===== src/osc_regs.svh =====
/*
 * Constants of the oscillator clock gating block: clock rates, derived
 * half-period counts and reset values.
 * Assumes a single system clock of known rate drives every flip-flop.
 */
`ifndef OSC_REGS_SVH
`define OSC_REGS_SVH

// ****************************************************************
// Clock rates
// ****************************************************************
`define OSC_SYS_CLK_HZ 40000000
`define OSC_RC_FREQ_HZ 64000
`define OSC_XTAL_FREQ_HZ 32768

// ****************************************************************
// Half-period counts, rounded down to whole system cycles
// ****************************************************************
`define OSC_CNT_W 10
`define OSC_RC_HALF_CYC (`OSC_SYS_CLK_HZ / (2 * `OSC_RC_FREQ_HZ))
`define OSC_XTAL_HALF_CYC (`OSC_SYS_CLK_HZ / (2 * `OSC_XTAL_FREQ_HZ))

// ****************************************************************
// Reset values
// ****************************************************************
`define OSC_RCDIS_RST 1'b0
`define OSC_KEEP_RST 1'b0
`define OSC_LEVEL_RST 1'b0

`endif


===== src/osc_pkg.sv =====
/*
 * Types shared by the oscillator clock gating design.
 * Assumes nothing beyond a SystemVerilog compiler.
 */
`default_nettype none

package osc_pkg;

	// Power state of the clock block, one-hot
	typedef enum logic [1:0] {
		OSC_ST_RUN = 2'b01,
		OSC_ST_STOP = 2'b10
	} osc_state_t;

endpackage

`default_nettype wire


===== src/osc_gen_if.sv =====
/*
 * Link between the gating control and one clock generator.
 * Assumes both ends sit on the same system clock.
 */
`timescale 1ns/1ps
`default_nettype none

interface osc_gen_if;
	logic run;
	logic level;

	modport ctrl (output run, input level);
	modport gen (input run, output level);
endinterface

`default_nettype wire


===== src/osc_tick_gen.sv =====
/*
 * Square-wave generator: toggles its level every HALF system cycles while
 * run is high, and parks low with the counter cleared while run is low.
 * Assumes run comes from logic on sys_clk.
 */
`timescale 1ns/1ps
`default_nettype none
`include "osc_regs.svh"

module osc_tick_gen
	import osc_pkg::*;
#(
	parameter logic [`OSC_CNT_W-1:0] HALF = `OSC_CNT_W'(`OSC_RC_HALF_CYC)
) (
	input wire logic sys_clk,
	input wire logic sys_rst,
	osc_gen_if.gen gi
);

	logic [`OSC_CNT_W-1:0] cnt;
	logic level;
	wire logic at_end = (cnt == HALF - `OSC_CNT_W'(1));

	assign gi.level = level;

	// ****************************************************************
	// Counter and level
	// ****************************************************************
	// A stopped clock rests low so consumers see a clean restart edge
	always_ff @(posedge sys_clk) begin
		if (sys_rst || !gi.run) begin
			cnt <= '0;
			level <= `OSC_LEVEL_RST;
		end else if (at_end) begin
			cnt <= '0;
			level <= ~level;
		end else begin
			cnt <= cnt + `OSC_CNT_W'(1);
		end
	end
endmodule

`default_nettype wire


===== src/osc_clock_gating.sv =====
/*
 * Oscillator clock gating: produces the RC clock and the crystal clock as
 * registered square waves and gates them by stop state, the crystal enable
 * and the two stop configuration bits.
 * Assumes the system integration unit, the configuration register and the
 * mode indications all sit on sys_clk; clocks out are levels for consumers
 * that sample them on sys_clk.
 */
// Functional notes
// - The RC clock runs from reset on and never pauses in run or wait.
// - The RC clock is a free-running square wave of nominally 64 kHz with no outside parts.
// - With the RC-disable bit set at stop entry the RC clock halts for the whole stop.
// - The RC-disable bit resets to zero so by default the RC clock runs in stop.
// - The crystal clock runs only while the integration unit drives its enable high.
// - Entering stop with the crystal-keep bit clear gates off the crystal clock and its PLL copy; the enable input is left alone.
// - With the crystal-keep bit set at stop entry the crystal clock runs through stop.
// - A crystal clock kept in stop lets the real-time clock count and wake the processor.
// - Wait mode changes none of the three clocks.
// - Entering break keeps all three clocks running without a gap.
// - The PLL reference clock is a buffered copy of the crystal clock for the clock generator.
// - The watchdog is clocked from the RC clock only, never from the crystal.
// - The RC clock goes out to both the integration unit and the watchdog.
// - The crystal clock goes out to clock generator, real-time clock, converter, display and others.
`timescale 1ns/1ps
`default_nettype none
`include "osc_regs.svh"

module osc_clock_gating
	import osc_pkg::*;
(
	input wire logic sys_clk,
	input wire logic sys_rst,
	input wire logic crystal_osc_enable,
	input wire logic stop_rc_disable,
	input wire logic stop_crystal_keep,
	input wire logic stop_enter,
	input wire logic stop_exit,
	input wire logic wait_mode,
	input wire logic break_state,
	output logic rc_clock_siu,
	output logic rc_clock_watchdog,
	output logic crystal_clock_cgen,
	output logic crystal_clock_rtc,
	output logic crystal_clock_adc,
	output logic crystal_clock_display,
	output logic crystal_clock_misc,
	output logic pll_reference_clock,
	output logic rtc_wake_ok,
	output logic in_stop
);

	localparam int RC_BOUND = 320;

	osc_state_t state;
	osc_state_t next_state;
	logic rcdis_l;
	logic keep_l;

	osc_gen_if rc_if ();
	osc_gen_if xt_if ();

	// ****************************************************************
	// Stop state sequencing
	// ****************************************************************
	// Entry during stop and exit during run are ignored
	wire logic is_stop = (state == OSC_ST_STOP);
	wire logic take_entry = !is_stop && stop_enter;
	wire logic take_exit = is_stop && stop_exit;

	always_comb begin
		next_state = state;
		case (state)
			OSC_ST_RUN: begin
				if (stop_enter) begin
					next_state = OSC_ST_STOP;
				end
			end
			OSC_ST_STOP: begin
				if (stop_exit) begin
					next_state = OSC_ST_RUN;
				end
			end
			default: begin
				next_state = OSC_ST_RUN;
			end
		endcase
	end

	// State and the configuration bits caught at stop entry
	always_ff @(posedge sys_clk) begin
		if (sys_rst) begin
			state <= OSC_ST_RUN;
			rcdis_l <= `OSC_RCDIS_RST;
			keep_l <= `OSC_KEEP_RST;
		end else begin
			state <= next_state;
			if (take_entry) begin
				rcdis_l <= stop_rc_disable;
				keep_l <= stop_crystal_keep;
			end
		end
	end

	// ****************************************************************
	// Gating
	// ****************************************************************
	// Wait and break never reach these terms, so they leave clocks alone
	wire logic xtal_gate = !is_stop || keep_l;
	wire logic rc_run = !(is_stop && rcdis_l);
	wire logic xtal_run = crystal_osc_enable && xtal_gate;

	assign rc_if.run = rc_run;
	assign xt_if.run = xtal_run;

	osc_tick_gen #(
		.HALF(`OSC_CNT_W'(`OSC_RC_HALF_CYC))
	) u_rc_gen (
		.sys_clk(sys_clk),
		.sys_rst(sys_rst),
		.gi(rc_if.gen)
	);

	osc_tick_gen #(
		.HALF(`OSC_CNT_W'(`OSC_XTAL_HALF_CYC))
	) u_xtal_gen (
		.sys_clk(sys_clk),
		.sys_rst(sys_rst),
		.gi(xt_if.gen)
	);

	// ****************************************************************
	// Output registers
	// ****************************************************************
	// One flop stage per output keeps every consumer edge-aligned
	always_ff @(posedge sys_clk) begin
		if (sys_rst) begin
			rc_clock_siu <= `OSC_LEVEL_RST;
			rc_clock_watchdog <= `OSC_LEVEL_RST;
			crystal_clock_cgen <= `OSC_LEVEL_RST;
			crystal_clock_rtc <= `OSC_LEVEL_RST;
			crystal_clock_adc <= `OSC_LEVEL_RST;
			crystal_clock_display <= `OSC_LEVEL_RST;
			crystal_clock_misc <= `OSC_LEVEL_RST;
			pll_reference_clock <= `OSC_LEVEL_RST;
			rtc_wake_ok <= 1'b0;
			in_stop <= 1'b0;
		end else begin
			rc_clock_siu <= rc_if.level;
			rc_clock_watchdog <= rc_if.level;
			crystal_clock_cgen <= xt_if.level;
			crystal_clock_rtc <= xt_if.level;
			crystal_clock_adc <= xt_if.level;
			crystal_clock_display <= xt_if.level;
			crystal_clock_misc <= xt_if.level;
			pll_reference_clock <= xt_if.level;
			rtc_wake_ok <= is_stop && xtal_run;
			in_stop <= is_stop;
		end
	end
endmodule

`default_nettype wire


===== config.mk =====
export PLATFORM = sky130hd
export DESIGN_NAME = osc_clock_gating
export DESIGN_NICKNAME = d
export VERILOG_FILES = /design/src/osc_pkg.sv /design/src/osc_gen_if.sv /design/src/osc_tick_gen.sv /design/src/osc_clock_gating.sv
export VERILOG_INCLUDE_DIRS = /design/src /design/src/src
export SDC_FILE = /design/constraint.sdc
export NUM_CORES = 1
export LEC_CHECK = 0
export ABC_AREA = 1
export BUFFER_PORTS_ARGS = -buffer_cell sky130_fd_sc_hd__buf_2
export CAP_MARGIN = 20
export CORE_MARGIN = 5
export CORE_UTILIZATION = 59
export DETAILED_ROUTE_END_ITERATION = 12
export PLACE_DENSITY = 0.78
export SLEW_MARGIN = 20
export SYNTH_ARGS = -nofsm -noshare
export SYNTH_HDL_FRONTEND = slang
export SYNTH_SLANG_ARGS = --single-unit

===== constraint.sdc =====
create_clock -name sys_clk -period 3.25 [get_ports sys_clk]
set_clock_uncertainty 0.2 [all_clocks]
set_input_delay 0.65 -clock sys_clk [delete_from_list [all_inputs] [get_ports sys_clk]]
set_output_delay 0.65 -clock sys_clk [all_outputs]
set_load 0.05 [all_outputs]

==> flow_metrics.env <==
export IMPL_status="finished clean"
export IMPL_worst_setup_path_end_kind="primary output"
export IMPL_arrival_ns=0.98
export IMPL_ioPinCount=19
export IMPL_grt_usage_pct=15.8
export IMPL_fillers=197
export IMPL_highest_layer="met4"
export IMPL_antenna_found_initial=0
export IMPL_cts_tree="done"
export IMPL_core_region_area_um2=2190
export IMPL_fin_ws_ns=1.42
export IMPL_cts_hold_buf=0
export IMPL_whs_ns=0.262
export IMPL_htreeDepth=2
export IMPL_die_area_um2=3310
export IMPL_die_h_um=57.5
export IMPL_syn_area_per_cell_um2=7.75
export IMPL_stdcell_count=218
export IMPL_internal_power_uw=547
export IMPL_drt_pass1_iterations=4
export IMPL_worstReg2RegStart="state[0]$_SDFFE_PP1P_"
export IMPL_path_buf_inv=1
export IMPL_tns_ns=0
export IMPL_setup_viol_count_final=0
export IMPL_grt_ovfl_total=0
export IMPL_wl_per_cell_um=10.4
export IMPL_cp_max_fo=6
export IMPL_place_inst=210
export IMPL_path_cells="buf_2"
export IMPL_clkTransAtPathRegs_ns=0.09
export IMPL_hp_start="keep_l$_SDFFE_PP0P_"
export IMPL_drv_slew=0
export IMPL_vdd_drop_max_mv=0.324
export IMPL_port_buffers=16
export IMPL_initial_core_util_pct=60.9
export IMPL_cts_sinks=30
export IMPL_tightest_slew_ns=0.329
export IMPL_hold_violations=0
export IMPL_period_needed_ns=1.83
export IMPL_r2r_slack_ns=1.77
export IMPL_p_switching_uw=151
export IMPL_dr_total_vias=1070
export IMPL_grt_pass1_wl_um=4100
export IMPL_cts_inserted_buffers=5
export IMPL_syn_nets=184
export IMPL_finalCritPeriodShare_pct=56.4
export IMPL_r2r_end="u_rc_gen.cnt[6]$_SDFF_PP0_"
export IMPL_slew_headroom_pct=77.8
export IMPL_regArea_um2=601
export IMPL_drt_initial_drc_count=33
export IMPL_dr_wl_met3_um=136
export IMPL_worstSetupPathType="reg -> out"
export IMPL_drive_above_1_share_pct=18.4
export IMPL_root_buffer="clkbuf_4"
export IMPL_mappedNetlistArea_um2=1330
export IMPL_route_met2_wl_um=1060
export IMPL_grt_pass1_vias=1048
export IMPL_cap_violations=0
export IMPL_ys_ff_latch=30
export IMPL_rsz0062_at_grt="no"
export IMPL_grt_max_degree=11
export IMPL_pre_cts_slack_ns=1.52
export IMPL_path_delay_family="flip-flops"
export IMPL_worstHoldEndpoint="keep_l$_SDFFE_PP0P_"
export IMPL_switching_share_pct=21.6
export IMPL_syn_to_final_growth_pct=11.1
export IMPL_clkLatencyLatePin_ns=0.32
export IMPL_gp_congestion=0.815
export IMPL_seq_power_share_pct=54.6
export IMPL_crit_required_ns=2.40
export IMPL_die_x_um=57.5
export IMPL_num_antenna_cells=0
export IMPL_powerDensity_nw_per_um2=471
export IMPL_multi_input_area_um2=606
export IMPL_dpl_hpwl_um=1740
export IMPL_ys_types=21
export IMPL_postRouteAntennaNets=0
export IMPL_hold_path_depth=2
export IMPL_synth_seq_area_share_pct=45.0
export IMPL_drc=0
export IMPL_combPwrFrac_pct=4.5
export IMPL_synth_warnings=0
export IMPL_std_cell_rows=17
export IMPL_via_per_inst=4.91
export IMPL_fmax_mhz=545
export IMPL_fin_util_pct=67.6
export IMPL_crit_path_start_kind="flop"
export IMPL_slowest_delay_ns=0.38
export IMPL_clk_path_buf_depth=2
export IMPL_post_cts_buffers=0
export IMPL_worstRegToRegCells=6
export IMPL_routed_wl_um=2260
export IMPL_hp_class="reg -> reg"
export IMPL_synthCells=172
export IMPL_final_nets=201
export IMPL_cpMaxStageDelayCell="dfxtp_1"
export IMPL_p_leak_uw=0.000617
export IMPL_wl_met1_um=1040
export IMPL_cts_repair_resized=0
export IMPL_clkPwrFrac_pct=41.0
==> cell usage after synthesis <==
master	n	area [um^2]
a21oi_1	9	45.0
buf_4	6	45.0
dfxtp_1	30	601
ha_1	3	37.5
inv_1	22	82.6
nand2_1	30	113
nand2_2	1	6.26
nand2_4	1	11.3
nand3_1	13	65.1
nand3_2	3	30.0
nand3b_1	1	7.51
nand4_1	3	18.8
nor2_1	30	113
nor2_2	1	6.26
nor2_4	4	45.0
nor3_1	2	10.0
o21ai_0	3	15.0
o22ai_1	1	6.26
or2_2	1	6.26
xnor2_1	5	43.8
xor2_1	3	26.3
==> layer usage <==
layer  GRT usage, %  vias to the layer above
met5              0                        -
met4           7.95                        0
met3           5.66                        4
met2           26.1                       23
met1           17.6                      476
li1               -                      567
==> power groups by stage <==
stage	clock network [uW]	logic [uW]	registers [uW]
floorplan	0	21.0	389
global placement	0	29.3	389
detailed placement	0	31.4	389
CTS	294	31.8	381
global route	314	36.4	382
finish	286	31.1	381
==> flip-flops by register name, summed over array words and instances, names as in the netlist <==
signal and flops:
u_rc_gen.cnt 10, rcdis_l 1, pll_reference_clock 1, keep_l 1
u_xtal_gen.cnt 10, u_xtal_gen.gi.level 1, rc_clock_watchdog 1, u_rc_gen.gi.level 1
in_stop 1, rtc_wake_ok 1, state 2
==> layout by cell type, fill, tap and decap left out <==
master / instances
nor2_4: 4
or2_2: 1
bufinv_16: 1
clkinv_2: 2
nor3_1: 2
o21ai_0: 3
nand3_1: 13
inv_1: 22
buf_2: 16
a21oi_1: 9
nand3b_1: 1
ha_1: 3
xnor2_1: 5
dfxtp_1: 30
nand2_1: 30
nand3_2: 3
nor2_1: 30
clkbuf_4: 5
nor2_2: 1
xor2_1: 3
nand2_4: 1
o22ai_1: 1
nand4_1: 3
nand2_2: 1
==> final cells by class <==
type / instances / share of cell area [%]
well taps: 28 / 2.36
clock inverters: 3 / 2.70
flip-flops and latches: 30 / 40.5
clock buffers: 5 / 2.53
multi-input cells: 114 / 40.9
repair buffers: 16 / 5.41
inverters: 22 / 5.57
==> how the worst max path moves through the flow <==
stage                                         startpoint                      endpoint  depth (start not counted)
after floorplan           pll_reference_clock$_SDFF_PP0_            crystal_clock_cgen                          1
after global placement                           sys_rst  u_xtal_gen.cnt[3]$_SDFF_PP0_                          6
after detailed placement                         sys_rst  u_xtal_gen.cnt[8]$_SDFF_PP0_                          6
after CTS                 pll_reference_clock$_SDFF_PP0_             crystal_clock_rtc                          1
after global routing      pll_reference_clock$_SDFF_PP0_             crystal_clock_rtc                          1
final                     pll_reference_clock$_SDFF_PP0_             crystal_clock_rtc                          1
==> logic make-up after synthesis <==
group,after synthesis,synth area share [%]
DFF,30,45.0
buffers and inverters,28,9.57
xor gates and xnor gates,8,5.25
and+or+nand+nor,90,32.4
adders and majority gates,3,2.81
AOI/OAI and AO/OA,13,4.97
==> stage by stage <==
stage | area [um^2] | total power, uW
after floorplan | 1330 | 410
after global placement | 1400 | 418
after detailed placement | 1400 | 421
after CTS | 1480 | 706
after global routing | 1480 | 732
final | 1480 | 698
==> worst min-delay path, delay by kind of cell (launching register included) <==
kind / cells / cell delay [ns]
DFF: 1 / 0.31
buffers and inverters: 1 / 0.06
AOI/OAI and AO/OA: 1 / 0.06
(Power assumes the default switching activity.)
